## src/include/chan_regs_cfg.svh

```systemverilog
// Purpose: offsets, field positions, reset values for the channel regs
// Assumes: AXI4-Lite, 32-bit data, byte address = index * 4
// Notes: index = byte address [9:2]
//
// What this block does
// RULE1: green gain index 03h, resets 80h
// RULE2: green offset index 04h, bits 0-6, 40h
// RULE3: blue gain index 05h, resets 80h
// RULE4: blue offset index 06h, bits 0-6, 40h
// RULE5: mono gain index 07h, resets 80h
// RULE6: mono offset index 08h, bits 0-6, 40h
// RULE7: colour select bits 0-1 of 09h, reset 00
// RULE8: 00 rgb, 01 white, 10 mono, 11 rgb
// RULE9: white mode drives normalised r+g+b sum
// RULE10: host uses white mode only when filterless
// RULE11: sequence mode bits 2-4, resets 000
// RULE12: scan direction bit 5, resets 0
// RULE13: direction source bit 6, resets 0
// RULE14: soft reset bit 7, active high, 0
// RULE15: source 1 uses bit, 0 uses pin
// RULE16: soft reset clears registers, powers down
// RULE17: leaving soft reset gives 600-row default
// RULE18: offset bit 7 reads zero, ignores writes
`ifndef CHAN_REGS_CFG_SVH
`define CHAN_REGS_CFG_SVH

`define IDX_GREEN_GAIN 8'h03
`define IDX_GREEN_OFFSET 8'h04
`define IDX_BLUE_GAIN 8'h05
`define IDX_BLUE_OFFSET 8'h06
`define IDX_MONO_GAIN 8'h07
`define IDX_MONO_OFFSET 8'h08
`define IDX_VERTICAL_MODE_CONTROL 8'h09

`define RST_GAIN 8'h80
`define RST_OFFSET 7'h40
`define RST_COLOUR 2'h0
`define RST_VSEQ 3'h0
`define RST_BIT 1'b0

`define OFFSET_MSB 6
`define VM_COLOUR_LSB 0
`define VM_VSEQ_LSB 2
`define VM_DIR_BIT 5
`define VM_SRC_BIT 6
`define VM_SOFT_BIT 7

`define RESP_OKAY 2'h0
`define RESP_SLVERR 2'h2

`endif

```

## src/include/chan_regs_pkg.sv

```systemverilog
// Purpose: shared types for the channel gain/offset/mode registers
// Assumes: nothing
// Notes: write handshake states are one-hot
package chan_regs_pkg;

	typedef enum logic [1:0] {
		CM_RGB = 2'h0,
		CM_WHITE = 2'h1,
		CM_MONO = 2'h2,
		CM_RGB_ALT = 2'h3
	} colour_mode_t;

	typedef enum logic [1:0] {
		WS_COLLECT = 2'h1,
		WS_RESP = 2'h2
	} wr_state_t;

	function automatic logic [7:0] word_idx(input logic [31:0] a);
		return a[9:2];
	endfunction

endpackage

```

## src/hdl/axil_reg_port.sv

```systemverilog
// Purpose: AXI4-Lite slave front end for a small register bank
// Assumes: bank answers mapping combinationally
// Notes: one write and one read in flight at most
`timescale 1ns/1ps
`default_nettype none
`include "chan_regs_cfg.svh"
module axil_reg_port
	import chan_regs_pkg::*;
#(
	parameter int ADDR_W = 12
) (
	input wire logic aclk,
	input wire logic aresetn,
	input wire logic awvalid,
	output logic awready,
	input wire logic [ADDR_W-1:0] awaddr,
	input wire logic wvalid,
	output logic wready,
	input wire logic [31:0] wdata,
	input wire logic [3:0] wstrb,
	output logic bvalid,
	input wire logic bready,
	output logic [1:0] bresp,
	input wire logic arvalid,
	output logic arready,
	input wire logic [ADDR_W-1:0] araddr,
	output logic rvalid,
	input wire logic rready,
	output logic [31:0] rdata,
	output logic [1:0] rresp,
	output logic wr_en,
	output logic [7:0] wr_idx,
	output logic [7:0] wr_data,
	output logic wr_be0,
	input wire logic wr_ok,
	output logic [7:0] rd_idx,
	input wire logic [31:0] rd_data,
	input wire logic rd_ok
);
	wr_state_t state_r;
	logic aw_held_r;
	logic w_held_r;
	logic [ADDR_W-1:0] awaddr_r;
	logic [7:0] wdata_r;
	logic wstrb0_r;
	logic [1:0] bresp_r;
	logic rvalid_r;
	logic [31:0] rdata_r;
	logic [1:0] rresp_r;
	logic resp_done;

	// address and data may arrive in either order
	assign awready = (state_r == WS_COLLECT) && !aw_held_r;
	assign wready = (state_r == WS_COLLECT) && !w_held_r;
	assign wr_en = (state_r == WS_COLLECT) && aw_held_r && w_held_r;
	assign wr_idx = word_idx({{(32-ADDR_W){1'b0}}, awaddr_r});
	assign wr_data = wdata_r;
	assign wr_be0 = wstrb0_r;
	assign bvalid = (state_r == WS_RESP);
	assign bresp = bresp_r;
	assign resp_done = (state_r == WS_RESP) && bready;
	assign arready = !rvalid_r;
	assign rvalid = rvalid_r;
	assign rdata = rdata_r;
	assign rresp = rresp_r;
	assign rd_idx = word_idx({{(32-ADDR_W){1'b0}}, araddr});

	always_ff @(posedge aclk) begin
		if (!aresetn) begin
			state_r <= WS_COLLECT;
		end else begin
			case (state_r)
				WS_COLLECT: if (wr_en) state_r <= WS_RESP;
				WS_RESP: if (bready) state_r <= WS_COLLECT;
				default: state_r <= WS_COLLECT;
			endcase
		end
	end

	always_ff @(posedge aclk) begin
		if (!aresetn) begin
			aw_held_r <= 1'b0;
			awaddr_r <= '0;
		end else if (awvalid && awready) begin
			aw_held_r <= 1'b1;
			awaddr_r <= awaddr;
		end else if (resp_done) begin
			aw_held_r <= 1'b0;
		end
	end

	always_ff @(posedge aclk) begin
		if (!aresetn) begin
			w_held_r <= 1'b0;
			wdata_r <= 8'h00;
			wstrb0_r <= 1'b0;
		end else if (wvalid && wready) begin
			w_held_r <= 1'b1;
			wdata_r <= wdata[7:0];
			wstrb0_r <= wstrb[0];
		end else if (resp_done) begin
			w_held_r <= 1'b0;
		end
	end

	always_ff @(posedge aclk) begin
		if (!aresetn) begin
			bresp_r <= `RESP_OKAY;
		end else if (wr_en) begin
			bresp_r <= wr_ok ? `RESP_OKAY : `RESP_SLVERR;
		end
	end

	// unmapped reads answer zero with an error
	always_ff @(posedge aclk) begin
		if (!aresetn) begin
			rvalid_r <= 1'b0;
			rdata_r <= 32'h0;
			rresp_r <= `RESP_OKAY;
		end else if (arvalid && arready) begin
			rvalid_r <= 1'b1;
			rdata_r <= rd_ok ? rd_data : 32'h0;
			rresp_r <= rd_ok ? `RESP_OKAY : `RESP_SLVERR;
		end else if (rready) begin
			rvalid_r <= 1'b0;
		end
	end
endmodule
`default_nettype wire

```

## src/hdl/video_colour_mux.sv

```systemverilog
// Purpose: picks rgb, white-only or mono samples per colour mode
// Assumes: samples synchronous to aclk
// Notes: one cycle of latency, zero while powered down
`timescale 1ns/1ps
`default_nettype none
module video_colour_mux
	import chan_regs_pkg::*;
#(
	parameter int PIX_W = 8
) (
	input wire logic aclk,
	input wire logic aresetn,
	input wire logic power_down,
	input wire colour_mode_t colour_select,
	input wire logic [PIX_W-1:0] red_in,
	input wire logic [PIX_W-1:0] green_in,
	input wire logic [PIX_W-1:0] blue_in,
	input wire logic [PIX_W-1:0] mono_in,
	output logic [PIX_W-1:0] sub_r,
	output logic [PIX_W-1:0] sub_g,
	output logic [PIX_W-1:0] sub_b
);
	logic [PIX_W+1:0] sum;
	logic [PIX_W-1:0] white;

	assign sum = {2'b00, red_in} + {2'b00, green_in} + {2'b00, blue_in};
	// divide by three keeps full white at full scale
	assign white = PIX_W'(sum / (PIX_W+2)'(3));

	always_ff @(posedge aclk) begin
		if (!aresetn || power_down) begin
			sub_r <= '0;
			sub_g <= '0;
			sub_b <= '0;
		end else begin
			case (colour_select)
				// RULE9 all subpixels white
				CM_WHITE: begin
					sub_r <= white;
					sub_g <= white;
					sub_b <= white;
				end
				// RULE8 mono input
				CM_MONO: begin
					sub_r <= mono_in;
					sub_g <= mono_in;
					sub_b <= mono_in;
				end
				default: begin
					sub_r <= red_in;
					sub_g <= green_in;
					sub_b <= blue_in;
				end
			endcase
		end
	end
endmodule
`default_nettype wire

```

## src/hdl/channel_gain_offset_mode_regs.sv

```systemverilog
// Purpose: green/blue/mono gain and offset, vertical mode register
// Assumes: AXI4-Lite master, ud_pin already synchronous
// Notes: soft reset holds every other field at its reset value
//
// Design decision made here: the AXI4-Lite register port.
`timescale 1ns/1ps
`default_nettype none
`include "chan_regs_cfg.svh"
module channel_gain_offset_mode_regs
	import chan_regs_pkg::*;
#(
	parameter int ADDR_W = 12,
	parameter int PIX_W = 8
) (
	input wire logic aclk,
	input wire logic aresetn,
	input wire logic awvalid,
	output logic awready,
	input wire logic [ADDR_W-1:0] awaddr,
	input wire logic wvalid,
	output logic wready,
	input wire logic [31:0] wdata,
	input wire logic [3:0] wstrb,
	output logic bvalid,
	input wire logic bready,
	output logic [1:0] bresp,
	input wire logic arvalid,
	output logic arready,
	input wire logic [ADDR_W-1:0] araddr,
	output logic rvalid,
	input wire logic rready,
	output logic [31:0] rdata,
	output logic [1:0] rresp,
	input wire logic ud_pin,
	input wire logic [PIX_W-1:0] red_in,
	input wire logic [PIX_W-1:0] green_in,
	input wire logic [PIX_W-1:0] blue_in,
	input wire logic [PIX_W-1:0] mono_in,
	output logic [7:0] green_gain,
	output logic [6:0] green_offset,
	output logic [7:0] blue_gain,
	output logic [6:0] blue_offset,
	output logic [7:0] mono_gain,
	output logic [6:0] mono_offset,
	output colour_mode_t colour_select,
	output logic [2:0] vertical_sequence_select,
	output logic scan_up,
	output logic power_down,
	output logic init_default,
	output logic [PIX_W-1:0] sub_r,
	output logic [PIX_W-1:0] sub_g,
	output logic [PIX_W-1:0] sub_b
);
	logic wr_en;
	logic [7:0] wr_idx;
	logic [7:0] wr_data;
	logic wr_be0;
	logic wr_ok;
	logic [7:0] rd_idx;
	logic [31:0] rd_data;
	logic rd_ok;

	logic [7:0] green_gain_r;
	logic [6:0] green_offset_r;
	logic [7:0] blue_gain_r;
	logic [6:0] blue_offset_r;
	logic [7:0] mono_gain_r;
	logic [6:0] mono_offset_r;
	colour_mode_t colour_r;
	logic [2:0] vseq_r;
	logic vdir_r;
	logic vsrc_r;
	logic soft_r;
	logic scan_up_r;
	logic init_default_r;
	logic hold;

	function automatic logic hit(input logic [7:0] idx, input logic [7:0] want);
		return wr_en && wr_be0 && (idx == want);
	endfunction

	function automatic logic mapped(input logic [7:0] idx);
		return (idx >= `IDX_GREEN_GAIN) && (idx <= `IDX_VERTICAL_MODE_CONTROL);
	endfunction

	axil_reg_port #(
		.ADDR_W(ADDR_W)
	) u_port (
		.aclk(aclk),
		.aresetn(aresetn),
		.awvalid(awvalid),
		.awready(awready),
		.awaddr(awaddr),
		.wvalid(wvalid),
		.wready(wready),
		.wdata(wdata),
		.wstrb(wstrb),
		.bvalid(bvalid),
		.bready(bready),
		.bresp(bresp),
		.arvalid(arvalid),
		.arready(arready),
		.araddr(araddr),
		.rvalid(rvalid),
		.rready(rready),
		.rdata(rdata),
		.rresp(rresp),
		.wr_en(wr_en),
		.wr_idx(wr_idx),
		.wr_data(wr_data),
		.wr_be0(wr_be0),
		.wr_ok(wr_ok),
		.rd_idx(rd_idx),
		.rd_data(rd_data),
		.rd_ok(rd_ok)
	);

	assign wr_ok = mapped(wr_idx);
	// RULE16 soft reset holds everything but bit 7
	assign hold = !aresetn || soft_r;

	// RULE1 green gain
	always_ff @(posedge aclk) begin
		if (hold) begin
			green_gain_r <= `RST_GAIN;
		end else if (hit(wr_idx, `IDX_GREEN_GAIN)) begin
			green_gain_r <= wr_data;
		end
	end

	// RULE2 green offset, low seven bits
	always_ff @(posedge aclk) begin
		if (hold) begin
			green_offset_r <= `RST_OFFSET;
		end else if (hit(wr_idx, `IDX_GREEN_OFFSET)) begin
			green_offset_r <= wr_data[`OFFSET_MSB:0];
		end
	end

	// RULE3 blue gain
	always_ff @(posedge aclk) begin
		if (hold) begin
			blue_gain_r <= `RST_GAIN;
		end else if (hit(wr_idx, `IDX_BLUE_GAIN)) begin
			blue_gain_r <= wr_data;
		end
	end

	// RULE4 blue offset
	always_ff @(posedge aclk) begin
		if (hold) begin
			blue_offset_r <= `RST_OFFSET;
		end else if (hit(wr_idx, `IDX_BLUE_OFFSET)) begin
			blue_offset_r <= wr_data[`OFFSET_MSB:0];
		end
	end

	// RULE5 mono gain
	always_ff @(posedge aclk) begin
		if (hold) begin
			mono_gain_r <= `RST_GAIN;
		end else if (hit(wr_idx, `IDX_MONO_GAIN)) begin
			mono_gain_r <= wr_data;
		end
	end

	// RULE6 mono offset
	always_ff @(posedge aclk) begin
		if (hold) begin
			mono_offset_r <= `RST_OFFSET;
		end else if (hit(wr_idx, `IDX_MONO_OFFSET)) begin
			mono_offset_r <= wr_data[`OFFSET_MSB:0];
		end
	end

	// RULE14 soft reset bit, writable even while set
	always_ff @(posedge aclk) begin
		if (!aresetn) begin
			soft_r <= `RST_BIT;
		end else if (hit(wr_idx, `IDX_VERTICAL_MODE_CONTROL)) begin
			soft_r <= wr_data[`VM_SOFT_BIT];
		end
	end

	// RULE7 RULE11 RULE12 RULE13 mode fields reset to zero
	// a write that also sets bit 7 loads nothing, fields are default one cycle after bit 7 sets
	always_ff @(posedge aclk) begin
		if (hold) begin
			colour_r <= colour_mode_t'(`RST_COLOUR);
			vseq_r <= `RST_VSEQ;
			vdir_r <= `RST_BIT;
			vsrc_r <= `RST_BIT;
		end else if (hit(wr_idx, `IDX_VERTICAL_MODE_CONTROL) && !wr_data[`VM_SOFT_BIT]) begin
			colour_r <= colour_mode_t'(wr_data[`VM_COLOUR_LSB +: 2]);
			vseq_r <= wr_data[`VM_VSEQ_LSB +: 3];
			vdir_r <= wr_data[`VM_DIR_BIT];
			vsrc_r <= wr_data[`VM_SRC_BIT];
		end
	end

	// RULE17 one pulse as soft reset clears, fields already default
	always_ff @(posedge aclk) begin
		if (!aresetn) begin
			init_default_r <= 1'b0;
		end else begin
			init_default_r <= soft_r && hit(wr_idx, `IDX_VERTICAL_MODE_CONTROL) &&
				!wr_data[`VM_SOFT_BIT];
		end
	end

	// RULE15 direction from bit 5 or from the pin
	always_ff @(posedge aclk) begin
		if (!aresetn) begin
			scan_up_r <= 1'b0;
		end else begin
			scan_up_r <= vsrc_r ? vdir_r : ud_pin;
		end
	end

	// RULE18 offset bit 7 reads zero
	always_comb begin
		rd_ok = 1'b1;
		rd_data = 32'h0;
		if (rd_idx == `IDX_GREEN_GAIN) begin
			rd_data[7:0] = green_gain_r;
		end else if (rd_idx == `IDX_GREEN_OFFSET) begin
			rd_data[`OFFSET_MSB:0] = green_offset_r;
		end else if (rd_idx == `IDX_BLUE_GAIN) begin
			rd_data[7:0] = blue_gain_r;
		end else if (rd_idx == `IDX_BLUE_OFFSET) begin
			rd_data[`OFFSET_MSB:0] = blue_offset_r;
		end else if (rd_idx == `IDX_MONO_GAIN) begin
			rd_data[7:0] = mono_gain_r;
		end else if (rd_idx == `IDX_MONO_OFFSET) begin
			rd_data[`OFFSET_MSB:0] = mono_offset_r;
		end else if (rd_idx == `IDX_VERTICAL_MODE_CONTROL) begin
			rd_data[7:0] = {soft_r, vsrc_r, vdir_r, vseq_r, colour_r};
		end else begin
			rd_ok = 1'b0;
		end
	end

	assign green_gain = green_gain_r;
	assign green_offset = green_offset_r;
	assign blue_gain = blue_gain_r;
	assign blue_offset = blue_offset_r;
	assign mono_gain = mono_gain_r;
	assign mono_offset = mono_offset_r;
	assign colour_select = colour_r;
	assign vertical_sequence_select = vseq_r;
	assign scan_up = scan_up_r;
	assign power_down = soft_r;
	assign init_default = init_default_r;

	// video path shares the power-down of the sequencers
	video_colour_mux #(
		.PIX_W(PIX_W)
	) u_mux (
		.aclk(aclk),
		.aresetn(aresetn),
		.power_down(soft_r),
		.colour_select(colour_r),
		.red_in(red_in),
		.green_in(green_in),
		.blue_in(blue_in),
		.mono_in(mono_in),
		.sub_r(sub_r),
		.sub_g(sub_g),
		.sub_b(sub_b)
	);
endmodule
`default_nettype wire

```

## config.mk

```make
export PLATFORM = sky130hd
export DESIGN_NAME = channel_gain_offset_mode_regs
export DESIGN_NICKNAME = d
export VERILOG_FILES = /design/src/include/chan_regs_pkg.sv /design/src/hdl/axil_reg_port.sv /design/src/hdl/video_colour_mux.sv /design/src/hdl/channel_gain_offset_mode_regs.sv
export VERILOG_INCLUDE_DIRS = /design/src /design/src/include
export SDC_FILE = /design/constraint.sdc
export NUM_CORES = 1
export LEC_CHECK = 0
export CAP_MARGIN = 20
export CORE_MARGIN = 4
export CORE_UTILIZATION = 60
export CTS_BUF_LIST = sky130_fd_sc_hd__clkbuf_4 sky130_fd_sc_hd__clkbuf_8 sky130_fd_sc_hd__clkbuf_16
export DETAILED_ROUTE_END_ITERATION = 12
export DONT_BUFFER_PORTS = 1
export MAX_ROUTING_LAYER = met4
export PLACE_DENSITY = 0.82
export SLEW_MARGIN = 25
export SYNTH_ARGS = -nofsm -noshare
export SYNTH_HDL_FRONTEND = slang
export SYNTH_SLANG_ARGS = --single-unit
```

## constraint.sdc

```tcl
create_clock -name aclk -period 5.8 [get_ports aclk]
set_input_delay 0.29 -clock aclk [delete_from_list [all_inputs] [get_ports aclk]]
set_output_delay 0.29 -clock aclk [all_outputs]
set_load 0.05 [all_outputs]
```

==> results.md <==
* Status: completed
* First-pass GRT wire length at ~26 mm
* Number of top-level pins at 218
* #FFs+latches synth at ~110
* CTS Buffer Depth at 2
* Setup CP Type: in -> reg
* Total gr overflow at 0
* Post-route ant nets at 0
* Later-pin clock latency in the skew report at 0.38 ns
* DPL Wire Length at 12.8 mm
* Total Wirelength at 16.8 mm
* Fin Clk Skew at about 0.022 ns
* Layout area overhead at 4.35%
* Worst rel slew slack at 0.260
* Min-delay worst type: in -> reg
* Cells after Synth at 737
* Synth top area cells: dfxtp_1, mux2i_1, nand2_1, nor2_1, a21oi_1
* Post-synthesis cell type count at 78
* Post-synth EDFFs at 0
* Cell-internal power at 1.34 mW
* Worst EP required at just over 6 ns
* Die X at about 110 µm
* Clock Tree Root: clkbuf_8
* Global Route Usage Sum at 0.279
* Core Util, Final at 0.652
* Max-cap viol count at 0
* First drt pass iteration count at 5
* Die height at 110 µm
* Placer Congestion at ~0.91
* Initial core utilization at 0.625
* Setup crit start kind: primary input
* Crit end category: flop
* Worst vdd ir at 0.000204 V
* Net switching power at ~0.93 mW
* Pin count of the biggest net entering global routing at 71
* Synth async-reset ratio at 0
* Port Buf Inserts at 0
* Commonest non-fill, non-tap cells in the layout: dfxtp_1, nand2_1, nor2_1, mux2i_1, a21oi_1
* 1st-iter DRT viols at roughly 430
* Clock sink count at 111
* Nets at 852
* FMAX at 184 MHz
* Register area share after synthesis at 0.357
* CTS tree: done
* GRT met2 Usage at 0.438
* Met1 Use GR at 0.353
* Crit Path Max Fanout at 5
* Die Area at 12,100 µm²
* Post-CTS setup buffer count at 0
* Combinational share of power at 0.424
* Leak at ~2.6 nW
* Routed vias at about 5,300
* Wire per inst at slightly below 20 µm
* Met3 usage at 0.0793
* RSZ-0062 raised after global routing: no
* CTS Buf Count at 9
* Hold Fails Final Rpt at 0
* Ys flop type: dfxtp_1
* DRC violations left at 0
* Commonest non-fill, non-tap cell in the layout: dfxtp_1
* Fillers at 870
* Yosys top cell area share at 0.357
* H-tree Lvls at 3
* Slew Viols, Final at 0
* Hold_ws at 0.0220 ns
* Clock share of power at 0.203
* Initial antenna violation count at 0
* Sequential group share of total power at 0.373
* Number of diodes at 0
* Final setup viols at 0
* Ratio of cells with drive above 1 in the final layout at 0.0993
* Arr. time, crit path at roughly 5.7 ns
* Setup TNS at 0 ns
* Worst slew pin tran at between 1 and 1.5 ns
* Reg clk slew, reported paths at roughly 0.12 ns
* Post-synth top area cell: dfxtp_1
* Syn Area/Cell at 8.44 µm²
* Busiest grt layer: met2
* Vias per inst at between 6 and 7
* Vias in the first global route at 5,072
* Num rows at 36
* Net Sw Frac at 0.409
* Min Tclk post-route at between 5 and 6 ns
* Synthesis Warnings at 0
* Power Density at 348 nW/µm²
* Core Box Area at between 9000 and 10,000 µm²
* Period utilisation layout at 0.938
* Mapped cell area at 6220 µm²
-- routing by layer --
metal  vias to the layer above  wire length (µm)
li1                       2521                 -
met1                      2516              7000
met2                       262              7790
met3                        27              1640
met4                         0               323
met5                         -                 0
-- final timing paths --
check / endpoint / from / slack, ns / cells after the start
max: u_mux.sub_b[0] / red_in[0] / 0.36 / 26
min: u_port.rresp[1] / aresetn / 0.02 / 1
max reg2reg: u_mux.sub_b[0] / colour_select[0] / 3.05 / 6
min reg2reg: u_port.awaddr_r[9] / u_port.awaddr_r[9] / 0.47 / 2
-- metrics by stage --
step           setup WS [ns]  instance area [µm²]  cells  total power, mW
2_1_floorplan          0.535                 6310    762             1.59
3_3_place_gp           0.160                 6270    852             1.76
3_5_place_dp         -0.0661                 6270    852             1.79
4_1_cts                0.308                 6460    868             2.24
5_1_grt              0.00401                 6490    868             2.39
6_report               0.358                 6490    868             2.26
-- what timing repair did --
| action | 4_1_cts | 5_1_grt |
|---|---|---|
| endpoints found under the setup margin | 0 | 3 |
| resized for setup | 0 | 5 |
| hold buffers | 0 | 0 |
-- flip-flops by register name (all words and copies together) (netlist names), 7 cells and up --
| register | count |
|---|---|
| u_mux.sub_b | 8 |
| mono_offset | 7 |
| u_port.rdata | 8 |
| u_mux.sub_r | 8 |
| blue_offset | 7 |
| green_gain | 8 |
| mono_gain | 8 |
| green_offset | 7 |
| u_port.wr_data | 8 |
| u_mux.sub_g | 8 |
| blue_gain | 8 |
| u_port.awaddr_r | 8 |
-- layout make-up --
type,instances,area (µm²),share of cell area
Timing Repair Buffer,20,150,0.0231
Sequential cell,111,2220,0.342
Multi-Input combinational cell,572,3700,0.570
Clock inverter,7,71.3,0.0110
Tap cell,133,166,0.0256
Clock buffer,9,124,0.0191
Inverter,16,60.1,0.00925
-- cells by family (layout without fill, tap and decap cells) --
group                      Yosys count  count (layout)  synth area share
muxes                               58              58            0.0935
adders and majority gates           24              24            0.0503
other                                1              26          0.000603
AOI/OAI and AO/OA                  163             163             0.189
xor gates and xnor gates            21              21            0.0296
DFF                                111             111             0.357
buffers and inverters               79              52            0.0682
and+or+nand+nor                    280             280             0.211
-- power by group through the flow --
stage	logic, mW	clock network, mW	registers (mW)
2_1_floorplan	0.748	0	0.846
3_3_place_gp	0.902	0	0.860
3_5_place_dp	0.929	0	0.861
4_1_cts	0.934	0.466	0.844
5_1_grt	1.05	0.498	0.847
6_report	0.958	0.459	0.844
-- cell usage after synthesis, types with 3 or more instances --
cell type	number
buf_1	8
a21o_1	5
dfxtp_1	111
buf_2	6
xnor2_1	16
nor2b_1	17
nor3_1	14
a31oi_1	4
a222oi_1	9
nand3_1	13
o22ai_1	4
nor2_1	78
a221oi_1	11
o21ai_1	4
a21oi_1	54
nand3b_1	3
and3_1	4
ha_1	20
buf_6	3
inv_1	16
and2_1	5
or2_2	4
a21boi_0	20
a211oi_2	3
mux2i_1	57
nand2_1	107
buf_4	26
o211a_1	3
clkbuf_1	20
nand2b_1	9
xor2_1	5
o21ai_0	16
a32oi_1	4
-- worst max-delay path, stage by stage --
cell and delay (ns):
ha_1 0.15, inv_1 0.06, fa_1 0.42, nand2b_1 0.18, a21oi_2 0.24, nand3_1 0.12
nand2_1 0.09, xor2_1 0.19, ha_1 0.28, a21oi_1 0.25, o211ai_2 0.19, and2_4 0.20
and3_4 0.18, o32ai_4 0.33, mux2_1 0.37, a41oi_2 0.24, nand3_1 0.10, o21a_2 0.17
o21ai_1 0.15, xnor2_1 0.10, ha_1 0.34, nand2_1 0.05, and3_1 0.20, a311oi_1 0.31
o221ai_2 0.18, a221oi_1 0.32
(Power assumes the default switching activity.)
